[src/ras_err_pkg.sv]
// Shared constants and types for the error record register block.
// Assumes a single core clock domain and system register style access.
package ras_err_pkg;

  // ==========================================================================
  // Control register layout
  localparam int            CTL_DETECT_BIT = 0;
  localparam int            CTL_CFI_BIT    = 8;
  localparam logic          CTL_DETECT_RST = 1'b0;
  localparam logic          CTL_CFI_RST    = 1'b0;

  // ==========================================================================
  // Capability register fields, assembled into the constant feature word
  localparam logic [1:0]    TIMESTAMP_SUPPORT      = 2'h0;
  localparam logic [1:0]    CRITICAL_IRQ_SUPPORT   = 2'h0;
  localparam logic [1:0]    FAULT_INSERTION_SUPPORT = 2'h0;
  localparam logic [1:0]    CORRECTED_OVERWRITE    = 2'h0;
  localparam logic [1:0]    DEFERRED_RECOVERY_IRQ  = 2'h0;
  localparam logic          REPEAT_COUNTER_PRESENT = 1'b1;
  localparam logic [2:0]    CORRECTED_COUNT_FEAT   = 3'h2;
  localparam logic [1:0]    CORRECTED_FAULT_IRQ    = 2'h2;
  localparam logic [1:0]    INBAND_UNCORR_REPORT   = 2'h1;
  localparam logic [1:0]    FAULT_IRQ_FEATURE      = 2'h2;
  localparam logic [1:0]    RECOVERY_IRQ_FEATURE   = 2'h2;
  localparam logic [1:0]    POSTPONE_ERRORS_FEAT   = 2'h0;
  localparam logic [1:0]    DETECT_CORRECT_FEAT    = 2'h2;
  localparam logic [63:0]   FEATURE_RESET          = 64'h0000_0000_0000_A9A2;
  localparam logic [63:0]   FEATURE_WORD = {38'h0, TIMESTAMP_SUPPORT, CRITICAL_IRQ_SUPPORT,
    FAULT_INSERTION_SUPPORT, CORRECTED_OVERWRITE, DEFERRED_RECOVERY_IRQ,
    REPEAT_COUNTER_PRESENT, CORRECTED_COUNT_FEAT, CORRECTED_FAULT_IRQ, INBAND_UNCORR_REPORT,
    FAULT_IRQ_FEATURE, RECOVERY_IRQ_FEATURE, POSTPONE_ERRORS_FEAT, DETECT_CORRECT_FEAT};

  // ==========================================================================
  // Syndrome register layout
  localparam int            CNT_W          = 7;
  localparam int            OTHER_OVF_BIT  = 47;
  localparam int            OTHER_CNT_LSB  = 40;
  localparam int            REPEAT_OVF_BIT = 39;
  localparam int            REPEAT_CNT_LSB = 32;
  localparam int            WAY_LSB        = 28;
  localparam int            SUBBANK_BIT    = 25;
  localparam int            BANK_LSB       = 23;
  localparam logic [CNT_W-1:0] COUNT_RST   = 7'h00;
  localparam int            SYND_W         = 8;

  // ==========================================================================
  // Record selection and access
  localparam int            RECSEL_W       = 16;
  localparam logic [15:0]   RECORD_SEL_THIS = 16'h0000;

  typedef enum logic [1:0] {
    REG_CTRL     = 2'b00,
    REG_FEATURE  = 2'b01,
    REG_SYNDROME = 2'b10
  } regId_t;

  typedef enum logic [3:0] {
    UNIT_L1I_TAG   = 4'b0000,
    UNIT_L1I_DATA  = 4'b0001,
    UNIT_OP_CACHE  = 4'b0010,
    UNIT_L1D_DATA  = 4'b0011,
    UNIT_L1D_TAG   = 4'b0100,
    UNIT_L2_TLB    = 4'b0101,
    UNIT_L2_TAG    = 4'b0110,
    UNIT_L2_DATA   = 4'b0111,
    UNIT_L2_QUEUE  = 4'b1000,
    UNIT_L2_PORT   = 4'b1001
  } unit_t;

  typedef struct packed {
    logic [3:0] way;
    logic       subbank;
    logic [1:0] bank;
  } locate_t;

  typedef struct packed {
    logic              valid;
    unit_t             unit;
    logic [SYND_W-1:0] syndrome;
    locate_t           loc;
  } ceEvent_t;

  typedef struct packed {
    logic                rdEn;
    logic                wrEn;
    regId_t              regId;
    logic [RECSEL_W-1:0] recordSel;
    logic [63:0]         wrData;
  } regReq_t;

endpackage

[src/corr_counter.sv]
// Corrected error counter with a sticky overflow flag.
// Assumes increment and software write come from logic on the same clock.
`timescale 1ns/1ps
module corr_counter
  import ras_err_pkg::*;
#(
  parameter int WIDTH = CNT_W
) (
  input  wire logic             core_clk,
  input  wire logic             rst_n,
  input  wire logic             incEn,
  input  wire logic             wrEn,
  input  wire logic [WIDTH-1:0] wrCount,
  input  wire logic             wrSticky,
  output logic      [WIDTH-1:0] count,
  output logic                  sticky,
  output logic                  ovfPulse
);

  logic [WIDTH-1:0] count_r;
  logic             sticky_r;

  // Overflow is the increment that wraps the full counter
  assign ovfPulse = incEn & (&count_r);
  assign count    = count_r;
  assign sticky   = sticky_r;

  // Count and sticky flag; an overflow beats a software clear
  always_ff @(posedge core_clk or negedge rst_n) begin
    if (!rst_n) begin
      count_r  <= '0;
      sticky_r <= 1'b0;
    end else begin
      if (wrEn) begin
        count_r <= wrCount;
      end else if (incEn) begin
        count_r <= count_r + 1'b1;
      end
      if (ovfPulse) begin
        sticky_r <= 1'b1;
      end else if (wrEn) begin
        sticky_r <= wrSticky;
      end
    end
  end

endmodule // corr_counter

[src/locate_mux.sv]
// Masks the raw way, subbank and bank of a failing RAM by detecting unit.
// Assumes the raw location is valid alongside the unit code.
`timescale 1ns/1ps
module locate_mux
  import ras_err_pkg::*;
(
  input  wire unit_t   unit,
  input  wire locate_t raw,
  output locate_t      masked
);

  // Unit classes that use each field
  wire wayTwoBits   = (unit == UNIT_L1I_TAG) || (unit == UNIT_L1I_DATA) ||
                      (unit == UNIT_OP_CACHE) || (unit == UNIT_L1D_DATA) ||
                      (unit == UNIT_L1D_TAG);
  wire wayThreeBits = (unit == UNIT_L2_TLB) || (unit == UNIT_L2_TAG);
  wire subbankUsed  = (unit == UNIT_L1I_DATA);
  wire bankUsed     = (unit == UNIT_L1I_DATA) || (unit == UNIT_OP_CACHE) ||
                      (unit == UNIT_L2_TAG) || (unit == UNIT_L2_DATA) ||
                      (unit == UNIT_L2_QUEUE) || (unit == UNIT_L2_PORT);

  // Unused bits are held at zero
  assign masked.way     = wayTwoBits   ? {2'h0, raw.way[1:0]} :
                          wayThreeBits ? {1'h0, raw.way[2:0]} : 4'h0;
  assign masked.subbank = subbankUsed & raw.subbank;
  assign masked.bank    = bankUsed ? raw.bank : 2'h0;

endmodule // locate_mux

[src/ras_error_record_regs.sv]
// Error record registers: control enables, constant capability word and
// syndrome register with repeat and other corrected error counters.
// Assumes corrected error reports and register accesses arrive on core_clk.
`timescale 1ns/1ps
module ras_error_record_regs
  import ras_err_pkg::*;
(
  input  wire logic     core_clk,
  input  wire logic     rst_n,
  input  wire regReq_t  regReq,
  output logic [63:0]   rdData,
  output logic          rdValid,
  input  wire ceEvent_t ceEvent,
  input  wire logic     recordClear,
  output logic          detectCorrectEnable,
  output logic          faultIrq,
  output logic          statusOverflowSet
);

  // ==========================================================================
  // Access decode
  logic        detectEn_r;
  logic        cfiEn_r;
  logic [63:0] rdData_r;
  logic        rdValid_r;

  // Alias accesses route here only when the selector names this record
  // selector zero routes
  wire selThis  = (regReq.recordSel == RECORD_SEL_THIS);
  wire wrCtrl   = regReq.wrEn & selThis & (regReq.regId == REG_CTRL);
  wire wrSynd   = regReq.wrEn & selThis & (regReq.regId == REG_SYNDROME);
  wire rdAccept = regReq.rdEn & selThis;

  // ==========================================================================
  // Control register
  // detection enable bit
  always_ff @(posedge core_clk or negedge rst_n) begin
    if (!rst_n) begin
      detectEn_r <= CTL_DETECT_RST;
      cfiEn_r    <= CTL_CFI_RST;
    end else if (wrCtrl) begin
      detectEn_r <= regReq.wrData[CTL_DETECT_BIT];
      cfiEn_r    <= regReq.wrData[CTL_CFI_BIT];
    end
  end

  assign detectCorrectEnable = detectEn_r;

  // ==========================================================================
  // Error classification
  logic              recValid_r;
  unit_t             recUnit_r;
  logic [SYND_W-1:0] recSynd_r;
  locate_t           recLoc_r;
  locate_t           maskedLoc;
  locate_t           wrLoc;

  // Events are dropped while detection and correction is off
  // disabled drops events
  wire ceTake   = ceEvent.valid & detectEn_r;
  wire firstErr = ceTake & ~recValid_r;
  wire sameSynd = (ceEvent.unit == recUnit_r) && (ceEvent.syndrome == recSynd_r);
  wire matchErr = ceTake & recValid_r & sameSynd;
  wire otherErr = ceTake & recValid_r & ~sameSynd;
  wire repInc   = firstErr | matchErr;

  // Location field masking per detecting unit
  // way masking by unit
  locate_mux locate_mux_inst (
    .unit   (ceEvent.unit),
    .raw    (ceEvent.loc),
    .masked (maskedLoc)
  );

  // Software view of the location fields
  assign wrLoc.way     = regReq.wrData[WAY_LSB +: 4];
  assign wrLoc.subbank = regReq.wrData[SUBBANK_BIT];
  assign wrLoc.bank    = regReq.wrData[BANK_LSB +: 2];

  // Recorded syndrome; the first error captures it, a clear re-arms it
  // first error captures details
  always_ff @(posedge core_clk or negedge rst_n) begin
    if (!rst_n) begin
      recValid_r <= 1'b0;
      recUnit_r  <= UNIT_L1I_TAG;
      recSynd_r  <= '0;
      recLoc_r   <= '0;
    end else begin
      if (firstErr) begin
        recValid_r <= 1'b1;
        recUnit_r  <= ceEvent.unit;
        recSynd_r  <= ceEvent.syndrome;
      end else if (recordClear) begin
        recValid_r <= 1'b0;
      end
      if (firstErr) begin
        recLoc_r <= maskedLoc;
      end else if (wrSynd) begin
        recLoc_r <= wrLoc;
      end
    end
  end

  // ==========================================================================
  // Counters
  logic [CNT_W-1:0] repCount;
  logic [CNT_W-1:0] othCount;
  logic             repSticky;
  logic             othSticky;
  logic             repOvf;
  logic             othOvf;

  corr_counter #(.WIDTH(CNT_W)) uRepeat (
    .core_clk (core_clk),
    .rst_n    (rst_n),
    .incEn    (repInc),
    .wrEn     (wrSynd),
    .wrCount  (regReq.wrData[REPEAT_CNT_LSB +: CNT_W]),
    .wrSticky (regReq.wrData[REPEAT_OVF_BIT]),
    .count    (repCount),
    .sticky   (repSticky),
    .ovfPulse (repOvf)
  );

  corr_counter #(.WIDTH(CNT_W)) uOther (
    .core_clk (core_clk),
    .rst_n    (rst_n),
    .incEn    (otherErr),
    .wrEn     (wrSynd),
    .wrCount  (regReq.wrData[OTHER_CNT_LSB +: CNT_W]),
    .wrSticky (regReq.wrData[OTHER_OVF_BIT]),
    .count    (othCount),
    .sticky   (othSticky),
    .ovfPulse (othOvf)
  );

  // Counter overflow raises the status flag; record status is kept
  // overflow sets status flag
  assign statusOverflowSet = repOvf | othOvf;

  // Fault interrupt level while enabled and either flag is set
  // fault irq from flags
  assign faultIrq = cfiEn_r & (repSticky | othSticky);

  // ==========================================================================
  // Read path
  wire [63:0] ctrlWord = {55'h0, cfiEn_r, 7'h00, detectEn_r};
  wire [63:0] syndWord = {16'h0000, othSticky, othCount, repSticky, repCount,
                          recLoc_r.way, 2'h0, recLoc_r.subbank, recLoc_r.bank, 23'h0};
  wire [63:0] rdMux = !selThis                      ? 64'h0 :
                      (regReq.regId == REG_CTRL)    ? ctrlWord :
                      (regReq.regId == REG_FEATURE) ? FEATURE_WORD :
                      (regReq.regId == REG_SYNDROME) ? syndWord : 64'h0;

  // Read data is registered; writes to the capability word change nothing
  always_ff @(posedge core_clk or negedge rst_n) begin
    if (!rst_n) begin
      rdData_r  <= 64'h0;
      rdValid_r <= 1'b0;
    end else begin
      rdValid_r <= regReq.rdEn;
      if (regReq.rdEn) begin
        rdData_r <= rdMux;
      end
    end
  end

  assign rdData  = rdData_r;
  assign rdValid = rdValid_r;
endmodule // ras_error_record_regs

[config.mk]
export PLATFORM = sky130hd
export DESIGN_NAME = ras_error_record_regs
export DESIGN_NICKNAME = d
export VERILOG_FILES = /design/src/ras_err_pkg.sv /design/src/corr_counter.sv /design/src/locate_mux.sv /design/src/ras_error_record_regs.sv
export SDC_FILE = /design/constraint.sdc
export NUM_CORES = 1
export LEC_CHECK = 0
export BUFFER_PORTS_ARGS = -buffer_cell sky130_fd_sc_hd__buf_2
export CAP_MARGIN = 20
export CORE_ASPECT_RATIO = 1.4
export CORE_MARGIN = 3
export CORE_UTILIZATION = 46
export CTS_CLUSTER_DIAMETER = 30
export DETAILED_ROUTE_END_ITERATION = 12
export PLACE_DENSITY = 0.81
export SLEW_MARGIN = 20
export SYNTH_ARGS = -nofsm -noshare
export SYNTH_HDL_FRONTEND = slang
export SYNTH_SLANG_ARGS = --single-unit
[constraint.sdc]
create_clock -name core_clk -period 2.7 [get_ports core_clk]
set_input_delay 0.54 -clock core_clk [delete_from_list [all_inputs] [get_ports core_clk]]
set_output_delay 0.54 -clock core_clk [all_outputs]
set_load 0.05 [all_outputs]
==> impl_metrics.ini <==
[status]
outcome = completed

[timing]
min_period_ns = 2.47
worstMarginPinSlew_ns = 0.745
hold_viol = 0
maxSlewHeadroom_pct = 50.3
timing.hold.ws_ns = 0.257
finClkSkew_ns = 0.00819
fin_ws_ns = 0.227
rsz0062_at_grt = no
setup_viol_count_final = 0
min_period_over_period_pct = 91.6
fin_tns_setup_ns = 0
slew_violations = 0
fmax_mhz = 404

[worst_setup_path]
reg2reg_to = uRepeat.count[3]
reg2reg_slack_ns = 0.65
path_class = flop to primary output
required_ns = 2.16
reg2reg_from = recSynd_r[4]
crit_fanout = 4
cp-end-kind = primary output
r2r_cells = 8
cp.arrival_ns = 1.93
cp-start-kind = flop

[yosys]
ys_seq_area_share_pct = 48.1
synth_xor_area_share_pct = 6.65
synth_top_area_cell = dfrtp_1
synth_top_area_share_pct = 48.1
syn-instance-count = 380
synth_cell_types = 38
synth_compound_area_share_pct = 9.76
synth_seq_cells = 65
synth.area.top_cells = dfrtp_1 48%, buf_4 8.4%, nand2_1 8.0%
synth_fa_ha_area_share_pct = 0.739
synth_area_mm2 = 0.00338
synth.area.mux_share_pct = 2.74
avgSynthCellArea_um2 = 8.91
synth_top_family_by_area = simple AND/OR/NAND/NOR gates
synthSimpleGateAreaFrac_pct = 18.1
ys_warn_count = 0

[clock_tree]
cts.repair.resized = 0
ctsHoldBuffers = 0
cts_tree = yes
cts_root_buf = clkbuf_8
cts_made_buffers = 9
h-tree-depth = 3
ctsLongestPathBuffers = 2
cts_sinks = 65
clk_pin_slew_ns = 0.08
clock_latency_ns = 0.34

[final_layout]
layout_common_cells = 101 x buf_2, 72 x nand2_1, 65 x dfrtp_1
final_cells = 579
antenna_cells = 0
area_growth_pct = 21.0
layout_commonest_cell = buf_2
final.fill_count = 645
layout-drive-gt1-share_pct = 27.9
final_nets = 588

[power_and_ir_drop]
vdd_drop_max_v = 0.000326
power.leakage_nw = 2.13
powerDensity_mw_per_mm2 = 534

[drt]
viasPerCell = 4.81
final_antenna_net_count = 0
routed_wl_mm = 7.71
dr.pass1.iters = 4
drcViolationCount = 0
vias = 2784
first_iter_violations = 136
routedWlPerCell_um = 13.3

[placement]
dpl.hpwl_mm = 5.55
numPortBuffers = 101
post-place-ws_ns = 0.285
gp_congestion = 0.767
numPlacedInstances = 562

[run]
drv_cap = 0

[global_routing]
grt_pass1_vias = 2752
grt_pass1_wl_mm = 12.8
overflow = 0
antenna_found_initial = 0
grt_max_degree = 39
globalRouteTotalUtil_pct = 19.5

[floorplanning]
die_w_um = 78.5
dieArea_mm2 = 0.00844
core_area_mm2 = 0.00707
die_height_um = 107
rows = 36
ioPinCount = 175
start_util_pct = 47.9

[hold_path]
hp-class = input pin to async pin
==> metal layers <==
metal | routed length [um] | track usage [%] | part of all wire, % | up-vias
met2 | 3990 | 33.4 | 52 | 100
met5 | 0 | 0 | 0 | -
met4 | 126 | 7.88 | 1.6 | 0
li1 | - | - | - | 1358
met1 | 3130 | 23.7 | 41 | 1316
met3 | 466 | 4.44 | 6.0 | 10
==> state kept, by name (all words and copies together), names as in the netlist <==
name / count
cfiEn_r: 1
detectCorrectEnable: 1
rdData: 26
rdValid: 1
recLoc_r: 7
recSynd_r: 8
recUnit_r: 4
recValid_r: 1
uOther.count: 7
uOther.sticky: 1
uRepeat.count: 7
uRepeat.sticky: 1
==> synthesized netlist by cell type (all sizes together) <==
library cell,instances
nand2,73
dfrtp,65
buf,43
o21ai,34
nor2,30
inv,27
xnor2,21
a21oi,19
clkbuf,12
mux2i,7
nand3,6
nand4,6
and3,4
nor4,4
nor3,3
xor2,3
a31oi,2
ha,2
mux2,2
nand4b,2
nor2b,2
o31ai,2
or3,2
a311oi,1
and2,1
and3b,1
and4,1
and4b,1
conb,1
nor3b,1
o211ai,1
o21a,1
==> metrics by stage <==
stage | area [um2] | util [%] | power (W)
after CTS | 4090 | 57.8 | 0.00222
after global routing | 4090 | 57.9 | 0.00228
after detailed placement | 3840 | 54.4 | 0.00120
after global placement | 3840 | 54.4 | 0.00120
final | 4090 | 57.9 | 0.00219
after floorplan | 3510 | - | 0.00116
==> power by group <==
group	total, W	internal, W	leakage, nW	switching, W
Sequential	0.000974	0.000974	0.906	0.000000393
Clock	0.00100	0.000613	0.115	0.000389
Combinational	0.000210	0.0000500	1.11	0.000160
==> worst max path at each step <==
stage,start,depth (start not counted),slack [ns],endpoint
after floorplan,ceEvent[18],7,0.19,statusOverflowSet
after global placement,ceEvent[17],7,0.29,statusOverflowSet
after detailed placement,ceEvent[17],7,0.28,statusOverflowSet
after CTS,recSynd_r[5],6,0.15,statusOverflowSet
after global routing,recSynd_r[2],7,0.02,statusOverflowSet
final,recSynd_r[4],6,0.23,statusOverflowSet
==> cells by family (layout without fill, tap and decap cells) <==
| kind of cell | Yosys count | after routing |
|---|---|---|
| AO/OA/AOI/OAI | 60 | 60 |
| buffers and inverters | 82 | 154 |
| adder cells (fa/ha/maj) | 2 | 2 |
| AND/OR/NAND/NOR | 137 | 137 |
| multiplexers | 9 | 9 |
| other | 1 | 33 |
| flip-flops | 65 | 65 |
| XOR/XNOR | 24 | 24 |
==> final cells by class <==
type	count	area (um2)	area share, %
Clock buffer	9	124	3.03
Sequential cell	65	1630	39.7
Inverter	27	101	2.48
Timing Repair Buffer	111	593	14.5
Multi-Input combinational cell	265	1410	34.5
Clock inverter	7	119	2.90
Tap cell	95	119	2.90
==> critical path, cell delays in order, from the launching register on <==
cell     delay [ns]
dfrtp_1        0.40
xnor2_1        0.17
nand4_1        0.17
o31ai_4        0.34
a31oi_1        0.15
nor2_2         0.10
buf_2          0.27
==> what timing repair did <==
item / CTS / global route
hold endpoints to repair: 0 / 0
endpoints found under the setup margin: 0 / 1
setup buffers: 0 / 1
Note: power is estimated with default switching activity, not from simulation.
